==> src/pioa_pkg.sv <==
// Constants, register map and state codes of the processor I/O port access unit.
// Assumes a single AHB-Lite master and one external I/O decode partner.
package pioa_pkg;
    // Register byte offsets.
    localparam logic [7:0] OFF_CTRL = 8'h00;
    localparam logic [7:0] OFF_PORT = 8'h04;
    localparam logic [7:0] OFF_ACC = 8'h08;
    localparam logic [7:0] OFF_SRC = 8'h0c;
    localparam logic [7:0] OFF_DST = 8'h10;
    localparam logic [7:0] OFF_CNT = 8'h14;
    localparam logic [7:0] OFF_STAT = 8'h18;
    localparam logic [7:0] OFF_PERM0 = 8'h1c;
    localparam logic [7:0] OFF_PERM1 = 8'h20;
    localparam logic [7:0] OFF_MADDR = 8'h24;
    localparam logic [7:0] OFF_BUF = 8'h40;
    // Control field positions.
    localparam int CTRL_START = 0;
    localparam int CTRL_IN = 1;
    localparam int CTRL_SIZE = 2;
    localparam int CTRL_STR = 4;
    localparam int CTRL_REP = 5;
    localparam int CTRL_DF = 6;
    localparam int CTRL_REGPORT = 7;
    localparam int CTRL_MEM = 8;
    localparam int CTRL_PCD = 9;
    localparam int CTRL_PROT = 10;
    localparam int CTRL_CPL = 11;
    localparam int CTRL_IO_PRIVILEGE_LEVEL = 13;
    // Status field positions.
    localparam int STAT_BUSY = 0;
    localparam int STAT_DONE = 1;
    localparam int STAT_GP = 2;
    localparam int STAT_PAR = 3;
    localparam int STAT_SPLIT = 4;
    // Reset values.
    localparam logic [31:0] RST_WORD = 32'h0000_0000;
    localparam logic [63:0] RST_PERM = 64'hffff_ffff_ffff_ffff;
    // Item size codes, the last port of the I/O space, the AHB-Lite NONSEQ transfer code and the state codes.
    localparam logic [1:0] SZ_BYTE = 2'h0;
    localparam logic [1:0] SZ_WORD = 2'h1;
    localparam logic [15:0] IO_SPACE_TOP = 16'hffff;
    localparam logic [1:0] HTRANS_NONSEQ = 2'h2;
    typedef enum logic [4:0] {
        PIOA_IDLE = 5'b00001,
        PIOA_CHECK = 5'b00010,
        PIOA_REQ = 5'b00100,
        PIOA_REL = 5'b01000,
        PIOA_NEXT = 5'b10000
    } pioa_state_t;
endpackage : pioa_pkg

==> src/pioa_port_unit.sv <==
// Processor I/O port access unit: AHB-Lite registers, permission check and I/O bus cycles.
// Assumes an external decoder answering each request with a four-phase req/ack handshake.
//
// Notes on behaviour
// - Separate 64K byte-port space, 16-bit port addresses.
// - Memory/I/O select high for memory, low I/O.
// - Transfers of 8, 16 or 32 bits.
// - Aligned word or dword port takes one cycle.
// - Ports crossing a dword boundary split into a second bus cycle.
// - I/O write finishes before next operation starts.
// - Parity errors on I/O cycles are reported.
// - Inactive cache enable input blocks all caching.
// - Page cache disable flag blocks caching per access.
// - Single items move between port and accumulator.
// - Strings use port register and source/destination index.
// - Repeated strings step index by size per direction.
// - Port operations never produce memory cycles.
// - Re-executed memory-mapped access may repeat its effect.
// - Privilege above I/O level consults permission bitmap.
// - Every covered byte port bit is tested.
// - Ports past the bitmap are denied.
//
// The register offsets and the AHB-Lite slave port are this design's own decisions.
`timescale 1ns/1ns
module pioa_port_unit #(
    parameter int PERM_PORTS = 64,
    parameter int BUF_BYTES = 16
) (
    input wire logic hclk,
    input wire logic hresetn,
    input wire logic hsel,
    input wire logic [31:0] haddr,
    input wire logic [1:0] htrans,
    input wire logic hwrite,
    input wire logic [2:0] hsize,
    input wire logic [31:0] hwdata,
    input wire logic hready,
    output logic [31:0] hrdata,
    output logic hreadyout,
    output logic hresp,
    output logic [31:0] io_addr,
    output logic io_mem_sel,
    output logic [3:0] io_byte_en,
    output logic [31:0] io_wdata,
    output logic io_write,
    output logic io_req,
    output logic io_cacheable,
    input wire logic io_ack,
    input wire logic [31:0] io_rdata,
    input wire logic io_parity_err,
    input wire logic cache_enable_input_n
);
    localparam int BW = $clog2(BUF_BYTES);

    function automatic logic is_buf(input logic [7:0] a);
        is_buf = (a >= pioa_pkg::OFF_BUF) && (a < pioa_pkg::OFF_BUF + 8'(BUF_BYTES));
    endfunction : is_buf

    // Pins pass two flip-flops; only the second stage is read.
    logic [34:0] sync1_reg;
    logic [34:0] sync2_reg;
    always_ff @(posedge hclk or negedge hresetn)
    begin
        if (!hresetn)
        begin
            sync1_reg <= '0;
            sync2_reg <= '0;
        end
        else
        begin
            sync1_reg <= {io_ack, io_parity_err, cache_enable_input_n, io_rdata};
            sync2_reg <= sync1_reg;
        end
    end
    logic ack_s;
    logic par_s;
    logic ken_n_s;
    logic [31:0] rdata_s;
    assign {ack_s, par_s, ken_n_s, rdata_s} = sync2_reg;

    // AHB-Lite address phase capture; the slave never waits and always says OKAY.
    logic ap_wr_reg, ap_wr_next;
    logic [7:0] ap_addr_reg, ap_addr_next;
    logic [31:0] hrdata_reg, hrdata_next;
    logic accept;
    logic [31:0] rd_word;
    assign accept = hsel && hready && (htrans == pioa_pkg::HTRANS_NONSEQ || htrans == 2'h3);
    assign hreadyout = 1'b1;
    assign hresp = 1'b0;
    assign hrdata = hrdata_reg;

    always_comb
    begin
        ap_wr_next = accept && hwrite;
        ap_addr_next = accept ? haddr[7:0] : ap_addr_reg;
        hrdata_next = (accept && !hwrite) ? rd_word : hrdata_reg;
    end

    always_ff @(posedge hclk or negedge hresetn)
    begin
        if (!hresetn)
        begin
            ap_wr_reg <= 1'b0;
            ap_addr_reg <= 8'h00;
            hrdata_reg <= pioa_pkg::RST_WORD;
        end
        else
        begin
            ap_wr_reg <= ap_wr_next;
            ap_addr_reg <= ap_addr_next;
            hrdata_reg <= hrdata_next;
        end
    end

    // Operation registers and state.
    pioa_pkg::pioa_state_t st_reg, st_next;
    logic [31:0] ctrl_reg, ctrl_next, port_reg, port_next, acc_reg, acc_next;
    logic [31:0] src_reg, src_next, dst_reg, dst_next, cnt_reg, cnt_next;
    logic [31:0] maddr_reg, maddr_next;
    logic [63:0] perm_reg, perm_next, rbuf_reg, rbuf_next;
    logic done_reg, done_next, gp_reg, gp_next, par_reg, par_next;
    logic split_reg, split_next, ph_reg, ph_next;
    logic [7:0] mem_reg [BUF_BYTES];
    logic [7:0] mem_next [BUF_BYTES];
    logic [31:0] addr_reg, addr_next, wdata_reg, wdata_next;
    logic [3:0] be_reg, be_next;
    logic write_reg, write_next, msel_reg, msel_next;
    logic req_reg, req_next, cache_reg, cache_next;

    logic busy, mem_op, str_op, gp_need, denied, need_split, wr_op;
    logic [15:0] port;
    logic [31:0] cur, nb, item_out, rd_item, idx, mask32;
    logic [3:0] mask;
    logic [7:0] be_full;
    logic [63:0] wd64;
    logic [16:0] pp;
    logic [7:0] wa;

    assign busy = (st_reg != pioa_pkg::PIOA_IDLE);
    assign mem_op = ctrl_reg[pioa_pkg::CTRL_MEM] && !ctrl_reg[pioa_pkg::CTRL_STR];
    assign str_op = ctrl_reg[pioa_pkg::CTRL_STR];
    assign wr_op = !ctrl_reg[pioa_pkg::CTRL_IN];
    // Strings always take the port register; single items may use the immediate half.
    assign port = (str_op || ctrl_reg[pioa_pkg::CTRL_REGPORT]) ? port_reg[15:0]
                                                               : port_reg[31:16];
    assign idx = wr_op ? src_reg : dst_reg;
    assign cur = mem_op ? maddr_reg : {16'h0000, port};
    assign mask = (ctrl_reg[3:2] == pioa_pkg::SZ_BYTE) ? 4'h1
                : (ctrl_reg[3:2] == pioa_pkg::SZ_WORD) ? 4'h3 : 4'hf;
    assign nb = (mask == 4'h1) ? 32'h1 : (mask == 4'h3) ? 32'h2 : 32'h4;
    assign mask32 = {{8{mask[3]}}, {8{mask[2]}}, {8{mask[1]}}, {8{mask[0]}}};
    assign be_full = 8'({4'h0, mask} << cur[1:0]);
    assign need_split = |be_full[7:4];
    assign gp_need = ctrl_reg[pioa_pkg::CTRL_PROT] && !mem_op
                     && (ctrl_reg[12:11] > ctrl_reg[14:13]);
    assign wd64 = 64'({32'h0, item_out} << {cur[1:0], 3'b000});
    assign rd_item = 32'(rbuf_reg >> {cur[1:0], 3'b000});
    assign wa = ap_addr_reg - pioa_pkg::OFF_BUF;

    always_comb
    begin
        item_out = acc_reg;
        denied = 1'b0;
        pp = 17'h0;
        for (int b = 0; b < 4; b++)
        begin
            if (str_op)
                item_out[8*b +: 8] = mem_reg[BW'(src_reg + 32'(b))];
            pp = {1'b0, port} + 17'(b);
            if (mask[b])
                denied = denied || (pp >= 17'(PERM_PORTS)) || perm_reg[6'(pp)];
        end
        case (haddr[7:0])
            pioa_pkg::OFF_CTRL: rd_word = ctrl_reg;
            pioa_pkg::OFF_PORT: rd_word = port_reg;
            pioa_pkg::OFF_ACC: rd_word = acc_reg;
            pioa_pkg::OFF_SRC: rd_word = src_reg;
            pioa_pkg::OFF_DST: rd_word = dst_reg;
            pioa_pkg::OFF_CNT: rd_word = cnt_reg;
            pioa_pkg::OFF_STAT: rd_word = {27'h0, split_reg, par_reg, gp_reg, done_reg, busy};
            pioa_pkg::OFF_PERM0: rd_word = perm_reg[31:0];
            pioa_pkg::OFF_PERM1: rd_word = perm_reg[63:32];
            pioa_pkg::OFF_MADDR: rd_word = maddr_reg;
            default: rd_word = is_buf(haddr[7:0]) ? {24'h0, mem_reg[BW'(haddr[7:0] - pioa_pkg::OFF_BUF)]}
                                                  : 32'h0;
        endcase
    end

    always_comb
    begin
        st_next = st_reg;
        {ctrl_next, port_next, acc_next, src_next, dst_next} = {ctrl_reg, port_reg, acc_reg, src_reg, dst_reg};
        {cnt_next, maddr_next, perm_next, rbuf_next} = {cnt_reg, maddr_reg, perm_reg, rbuf_reg};
        {done_next, gp_next, par_next, split_next, ph_next} = {done_reg, gp_reg, par_reg, split_reg, ph_reg};
        mem_next = mem_reg;
        {addr_next, wdata_next, be_next} = {addr_reg, wdata_reg, be_reg};
        {write_next, msel_next, req_next, cache_next} = {write_reg, msel_reg, req_reg, cache_reg};
        // Status bits clear on a one; an event in the same cycle sets them again below.
        if (ap_wr_reg && ap_addr_reg == pioa_pkg::OFF_STAT)
        begin
            done_next = done_reg && !hwdata[pioa_pkg::STAT_DONE];
            gp_next = gp_reg && !hwdata[pioa_pkg::STAT_GP];
            par_next = par_reg && !hwdata[pioa_pkg::STAT_PAR];
            split_next = split_reg && !hwdata[pioa_pkg::STAT_SPLIT];
        end
        // Operand registers are frozen while an operation runs, so a later operation
        // cannot start before the bus cycles of the current one have finished.
        if (ap_wr_reg && !busy)
        begin
            case (ap_addr_reg)
                pioa_pkg::OFF_CTRL:
                begin
                    ctrl_next = hwdata & ~32'h1;
                    if (hwdata[pioa_pkg::CTRL_START])
                    begin
                        st_next = pioa_pkg::PIOA_CHECK;
                        done_next = 1'b0;
                    end
                end
                pioa_pkg::OFF_PORT: port_next = hwdata;
                pioa_pkg::OFF_ACC: acc_next = hwdata;
                pioa_pkg::OFF_SRC: src_next = hwdata;
                pioa_pkg::OFF_DST: dst_next = hwdata;
                pioa_pkg::OFF_CNT: cnt_next = hwdata;
                pioa_pkg::OFF_PERM0: perm_next[31:0] = hwdata;
                pioa_pkg::OFF_PERM1: perm_next[63:32] = hwdata;
                pioa_pkg::OFF_MADDR: maddr_next = hwdata;
                default:
                    if (is_buf(ap_addr_reg))
                        mem_next[BW'(wa)] = hwdata[7:0];
            endcase
        end
        unique case (st_reg)
            pioa_pkg::PIOA_IDLE: ;
            pioa_pkg::PIOA_CHECK:
            begin
                if (str_op && ctrl_reg[pioa_pkg::CTRL_REP] && cnt_reg == 32'h0)
                begin
                    st_next = pioa_pkg::PIOA_IDLE;
                    done_next = 1'b1;
                end
                else if (gp_need && denied)
                begin
                    st_next = pioa_pkg::PIOA_IDLE;
                    gp_next = 1'b1;
                end
                else
                begin
                    addr_next = {cur[31:2], 2'b00};
                    be_next = be_full[3:0];
                    wdata_next = wd64[31:0];
                    write_next = wr_op;
                    msel_next = mem_op;
                    // Caching needs a memory cycle, the pin active and the page flag clear.
                    cache_next = mem_op && !ken_n_s && !ctrl_reg[pioa_pkg::CTRL_PCD];
                    req_next = 1'b1;
                    ph_next = 1'b0;
                    st_next = pioa_pkg::PIOA_REQ;
                end
            end
            pioa_pkg::PIOA_REQ:
                if (ack_s)
                begin
                    if (ph_reg)
                        rbuf_next[63:32] = rdata_s;
                    else
                        rbuf_next[31:0] = rdata_s;
                    par_next = par_next || par_s;
                    req_next = 1'b0;
                    st_next = pioa_pkg::PIOA_REL;
                end
            pioa_pkg::PIOA_REL:
                if (!ack_s)
                begin
                    if (!ph_reg && need_split)
                    begin
                        // The upper lanes follow in a second cycle at the next dword.
                        addr_next = addr_reg + 32'h4;
                        be_next = be_full[7:4];
                        wdata_next = wd64[63:32];
                        ph_next = 1'b1;
                        split_next = 1'b1;
                        req_next = 1'b1;
                        st_next = pioa_pkg::PIOA_REQ;
                    end
                    else
                        st_next = pioa_pkg::PIOA_NEXT;
                end
            pioa_pkg::PIOA_NEXT:
            begin
                if (!wr_op && str_op)
                    for (int b = 0; b < 4; b++)
                        if (mask[b])
                            mem_next[BW'(dst_reg + 32'(b))] = rd_item[8*b +: 8];
                if (!wr_op && !str_op)
                    acc_next = (acc_reg & ~mask32) | (rd_item & mask32);
                if (str_op && wr_op)
                    src_next = ctrl_reg[pioa_pkg::CTRL_DF] ? src_reg - nb : src_reg + nb;
                if (str_op && !wr_op)
                    dst_next = ctrl_reg[pioa_pkg::CTRL_DF] ? dst_reg - nb : dst_reg + nb;
                if (str_op && ctrl_reg[pioa_pkg::CTRL_REP] && cnt_reg != 32'h1)
                begin
                    cnt_next = cnt_reg - 32'h1;
                    st_next = pioa_pkg::PIOA_CHECK;
                end
                else
                begin
                    if (str_op && ctrl_reg[pioa_pkg::CTRL_REP])
                        cnt_next = 32'h0;
                    done_next = 1'b1;
                    st_next = pioa_pkg::PIOA_IDLE;
                end
            end
        endcase
    end

    always_ff @(posedge hclk or negedge hresetn)
    begin
        if (!hresetn)
        begin
            st_reg <= pioa_pkg::PIOA_IDLE;
            {ctrl_reg, port_reg, acc_reg, src_reg} <= {4{pioa_pkg::RST_WORD}};
            {dst_reg, cnt_reg, maddr_reg} <= {3{pioa_pkg::RST_WORD}};
            perm_reg <= pioa_pkg::RST_PERM;
            rbuf_reg <= {2{pioa_pkg::RST_WORD}};
            {done_reg, gp_reg, par_reg, split_reg, ph_reg} <= 5'h00;
            for (int i = 0; i < BUF_BYTES; i++)
                mem_reg[i] <= 8'h00;
            {addr_reg, wdata_reg} <= {2{pioa_pkg::RST_WORD}};
            be_reg <= 4'h0;
            {write_reg, msel_reg, req_reg, cache_reg} <= 4'h0;
        end
        else
        begin
            st_reg <= st_next;
            {ctrl_reg, port_reg, acc_reg, src_reg} <= {ctrl_next, port_next, acc_next, src_next};
            {dst_reg, cnt_reg, maddr_reg} <= {dst_next, cnt_next, maddr_next};
            perm_reg <= perm_next;
            rbuf_reg <= rbuf_next;
            {done_reg, gp_reg, par_reg, split_reg, ph_reg} <=
                {done_next, gp_next, par_next, split_next, ph_next};
            mem_reg <= mem_next;
            {addr_reg, wdata_reg} <= {addr_next, wdata_next};
            be_reg <= be_next;
            {write_reg, msel_reg, req_reg, cache_reg} <= {write_next, msel_next, req_next, cache_next};
        end
    end

    assign io_addr = addr_reg;
    assign io_mem_sel = msel_reg;
    assign io_byte_en = be_reg;
    assign io_wdata = wdata_reg;
    assign io_write = write_reg;
    assign io_req = req_reg;
    assign io_cacheable = cache_reg;

    io_space_a: assert property (@(posedge hclk) disable iff (!hresetn)
        io_req && !io_mem_sel |-> io_addr[31:16] == 16'h0)
        else $error("I/O cycle address above 16 bits");
    io_select_a: assert property (@(posedge hclk) disable iff (!hresetn)
        io_req && !mem_op |-> !io_mem_sel)
        else $error("Port operation drove a memory cycle");
    aligned_single_a: assert property (@(posedge hclk) disable iff (!hresetn)
        st_reg == pioa_pkg::PIOA_REL && !ack_s && !need_split |=> st_reg == pioa_pkg::PIOA_NEXT)
        else $error("Aligned access used a second cycle");
    split_upper_a: assert property (@(posedge hclk) disable iff (!hresetn)
        $rose(io_req) && ph_reg |-> io_addr == $past(io_addr) + 32'h4 && io_byte_en == be_full[7:4])
        else $error("Split cycle not at the next higher dword");
    write_first_a: assert property (@(posedge hclk) disable iff (!hresetn)
        $rose(done_reg) |-> !io_req && !ack_s)
        else $error("Done raised before the bus cycle closed");
    gp_nobus_a: assert property (@(posedge hclk) disable iff (!hresetn)
        st_reg == pioa_pkg::PIOA_CHECK && gp_need && denied
        && !(str_op && ctrl_reg[pioa_pkg::CTRL_REP] && cnt_reg == 32'h0)
        |=> gp_reg && !io_req ##1 !io_req)
        else $error("Denied access reached the bus");
    map_beyond_a: assert property (@(posedge hclk) disable iff (!hresetn)
        st_reg == pioa_pkg::PIOA_CHECK && gp_need && port >= 16'(PERM_PORTS)
        && !(str_op && ctrl_reg[pioa_pkg::CTRL_REP] && cnt_reg == 32'h0) |=> gp_reg)
        else $error("Port beyond bitmap was allowed");
    parity_seen_a: assert property (@(posedge hclk) disable iff (!hresetn)
        st_reg == pioa_pkg::PIOA_REQ && ack_s && par_s |=> par_reg)
        else $error("Parity error on a cycle was lost");
    cache_block_a: assert property (@(posedge hclk) disable iff (!hresetn)
        io_req && io_cacheable |-> io_mem_sel && !ctrl_reg[pioa_pkg::CTRL_PCD])
        else $error("Cacheable cycle despite blocking");
    index_step_a: assert property (@(posedge hclk) disable iff (!hresetn)
        st_reg == pioa_pkg::PIOA_NEXT && str_op && wr_op && !ctrl_reg[pioa_pkg::CTRL_DF]
        |=> src_reg == $past(src_reg) + $past(nb))
        else $error("Source index did not advance by item size");
endmodule : pioa_port_unit

==> config.mk <==
export PLATFORM = sky130hd
export DESIGN_NAME = pioa_port_unit
export DESIGN_NICKNAME = d
export VERILOG_FILES = /design/src/pioa_pkg.sv /design/src/pioa_port_unit.sv
export SDC_FILE = /design/constraint.sdc
export NUM_CORES = 2
export LEC_CHECK = 0
export BUFFER_PORTS_ARGS = -buffer_cell sky130_fd_sc_hd__buf_2
export CAP_MARGIN = 15
export CORE_AREA = 2 2 276 550
export DETAILED_ROUTE_END_ITERATION = 6
export DIE_AREA = 0 0 278 552
export REMOVE_ABC_BUFFERS = 1
export SLEW_MARGIN = 30
export SYNTH_ARGS = -nofsm -noshare
export SYNTH_HDL_FRONTEND = slang
export SYNTH_SLANG_ARGS = --single-unit
==> constraint.sdc <==
create_clock -name hclk -period 7.7 [get_ports hclk]
set_clock_uncertainty 0.15 [all_clocks]
set_input_delay 0.77 -clock hclk [delete_from_list [all_inputs] [get_ports hclk]]
set_output_delay 0.77 -clock hclk [all_outputs]
set_load 0.02 [all_outputs]
==> results.json <==
{
  "post_cts_resize_count": 0,
  "drt_pass1_iterations": 6,
  "r2r_cells": 13,
  "synth-seq-cells": 662,
  "outcome": "completed",
  "min_to": "sync1_reg[25]$_DFF_PN0_",
  "drv_slew": 0,
  "die_h_um": 552,
  "io_buffers": 182,
  "insertion_delay_ps": 720,
  "r2r_slack_ps": 1760,
  "clock_sinks": 662,
  "final_cells": 7176,
  "combPwrFrac_pct": 5.0,
  "io_pins": 215,
  "p_leak_nw": 22.9,
  "ant_nets": 0,
  "synth_cells": 5209,
  "wl_per_cell_um": 34.9,
  "slowest_delay_ps": 840,
  "powerDensity_mw_per_mm2": 142,
  "asyncSetResetFlopFracSynth_pct": 100,
  "period_needed_ps": 5940,
  "vdd_ir_drop_max_v": 0.000176,
  "yosysWarnings": 0,
  "synth-seq-area-share_pct": 34.0,
  "synthTopCellsByCount": "dfrtp_1 (597), nor2_1 (561), nand2_1 (521)",
  "route.detailed.drc": 0,
  "area_growth_pct": 11.8,
  "critPathCaptureType": "flip-flop",
  "largest_register_ffs": 128,
  "setup_viol": 0,
  "cp.required_ps": 8130,
  "clkPwrFrac_pct": 49.3,
  "worstReg2RegEnd": "io_wdata[16]$_DFFE_PN0P_",
  "critPathKind": "reg2reg",
  "worstPathArrival_ps": 6370,
  "synth-edff-count": 0,
  "finalCritPeriodShare_pct": 77.2,
  "worstMarginPinSlew_ps": 1130,
  "drt-initial-drc-count": 4977,
  "final_nets": 5372,
  "place_inst": 7035,
  "relSlewSlack_pct": 22.5,
  "die_area_mm2": 0.153,
  "yosysUniqueCellTypes": 107,
  "wl_um": 250000,
  "syn_avg_cell_area_um2": 9.41,
  "clock_tree.buffer_depth": 3,
  "grt_pass1_vias": 45538,
  "path_clk_slew_ps": 70,
  "dp_worst_setup_slack_ps": 1970,
  "start_kind": "flip-flop",
  "grt_usage_pct": 32.3,
  "top_layer": "met5",
  "grt_pass1_wl_um": 351000,
  "wl_met1_um": 77400,
  "cp_top_family": "multiplexers",
  "p_int_w": 0.00578,
  "hp-start": "io_rdata[25]",
  "path_max_fanout": 48,
  "yosysMostFrequentCell": "dfrtp_1",
  "hpwl_um": 180000,
  "rsz0062_at_grt": "no",
  "syn_area_mm2": 0.0490,
  "layout_setup_ws_ps": 1760,
  "swShare_pct": 25.8,
  "numCtsBuffers": 70,
  "ctsRootBufferMaster": "clkbuf_16",
  "vias": 46359,
  "core_mm2": 0.150,
  "synth_area_leaders": "dfrtp_1 (30%), mux4_2 (9.7%), mux2i_1 (9.1%), mux2_2 (6.5%), a21oi_1 (4.5%)",
  "utilization_pct": 36.6,
  "switchingPower_w": 0.00201,
  "initial_core_util_pct": 32.7,
  "drive_gt1_share_pct": 22.5,
  "viasPerCell": 6.46,
  "total_power_w": 0.00779,
  "fp.dieW_um": 278,
  "hold_class": "in2reg",
  "gp_congestion": 1.05,
  "grt_antenna_before_repair": 20,
  "timing.fmax_mhz": 168,
  "rows": 201,
  "grt_max_degree": 141,
  "cts_tree": "done",
  "drv_cap": 0,
  "cp_num_buf_inv": 3,
  "finalHoldViolations": 0,
  "crit_chain": "buf_4, or2_4, mux2i_2, inv_1, xnor2_1, mux4_2, nand2_1, nand4_1, o311ai_2, nand3_2, nand2_2, buf_12, mux2_1",
  "critPathSlowestCell": "dfrtp_4",
  "cts_max_level": 3,
  "seqPwrFrac_pct": 45.7,
  "wl_met2_um": 121000,
  "wl_met3_um": 19000,
  "whs_path_depth": 1,
  "grt_overflow_total": 0,
  "r2r_start": "ctrl_reg[4]$_DFFE_PN0P_",
  "synth_top_area_cell": "dfrtp_1",
  "synth_top_flop_cell": "dfrtp_1",
  "yosysTopAreaCellShare_pct": 30.5
}
metrics by stage:
step / cell area, um^2 / hold WS, ps / setup TNS (ps)
after CTS: 54500 / 3.39 / 0
after detailed placement: 52000 / 185 / 0
after global routing: 54800 / 9.07 / 0
after floorplan: 47100 / 181 / -206520
after global placement: 51900 / 183 / 0
final: 54800 / 20.7 / 0
layer usage:
layer / GRT usage, % / vias up
met5: 0.0317 / -
met4: 32.3 / 12
met3: 8.32 / 1081
met2: 54.8 / 2706
met1: 31.1 / 23103
li1: - / 19457
kinds of logic (layout without fill, tap and decap cells):
group           count (synthesis)  count (layout)  share of synthesized area [%]
compound gates               1470            1470                           19.3
mux                           955             955                           25.7
xor+xnor                       77              77                           1.41
fa+ha+maj                      79              79                           2.05
other cells                     2              14                         0.0153
flops                         662             662                           34.0
simple gates                 1483            1483                           13.3
buf+inv                       481             508                           4.21
worst reg2reg max path: stages, from the launching register on:
cell	delay, ps
dfrtp_4	840
buf_4	500
or2_4	410
mux2i_2	530
inv_1	220
xnor2_1	700
mux4_2	570
nand2_1	120
nand4_1	110
o311ai_2	390
nand3_2	380
nand2_2	230
buf_12	290
mux2_1	390
how the worst max path moves through the flow:
stage	startpoint	end	slack [ps]	depth (start not counted)
after floorplan	src_reg[0]$_DFF_PN0_	io_wdata[29]$_DFFE_PN0P_	-1420	10
after global placement	ctrl_reg[4]$_DFFE_PN0P_	io_wdata[23]$_DFFE_PN0P_	2000	15
after detailed placement	ctrl_reg[4]$_DFFE_PN0P_	io_wdata[17]$_DFFE_PN0P_	1970	15
after CTS	ctrl_reg[4]$_DFFE_PN0P_	io_byte_en[1]$_DFFE_PN0P_	1930	15
after global routing	ctrl_reg[4]$_DFFE_PN0P_	io_wdata[20]$_DFFE_PN0P_	1640	13
final	ctrl_reg[4]$_DFFE_PN0P_	io_wdata[16]$_DFFE_PN0P_	1760	13
cell type report:
cell class	instances	area (um^2)
multi-input cells	4068	30900
clock inverters	34	478
fillers	15001	94800
repair buffers	338	2200
well taps	1928	2410
diodes	10	25.0
flip-flops and latches	662	16700
inverters	44	165
clock buffers	92	2000
power by group through the flow:
stage,clock [W],combinational (W),sequential [W]
2_1_floorplan,0,0.0000812,0.00361
3_3_place_gp,0,0.000361,0.00362
3_5_place_dp,0,0.000366,0.00362
4_1_cts,0.00388,0.000367,0.00356
5_1_grt,0.00401,0.000403,0.00356
6_report,0.00384,0.000387,0.00356
placed cells by master, fill, tap and decap left out, drive strengths merged, types with 17 or more instances in the layout:
master  instances
nor3           85
ha             77
a222oi         19
mux4          212
nand2b         20
a221oi         18
nor2          567
nand3          90
xor2           25
a21boi         18
nor4           17
o21ai         317
clkbuf         93
o22ai          32
a211oi        212
dfstp          65
nor2b          19
nand2         524
a22oi          86
nand4          21
inv            48
buf           336
a31oi          63
mux2i         445
a311oi         19
xnor2          52
a21o           43
o21a           19
and3           49
dfrtp         597
mux2          298
a21oi         443
o211ai         33
what timing repair did:
action / in CTS / in global routing
hold buffers: 1 / 0
setup buffers: 0 / 0
hold endpoints to repair: 71 / 0
Note: power is estimated with default switching activity, not from simulation.
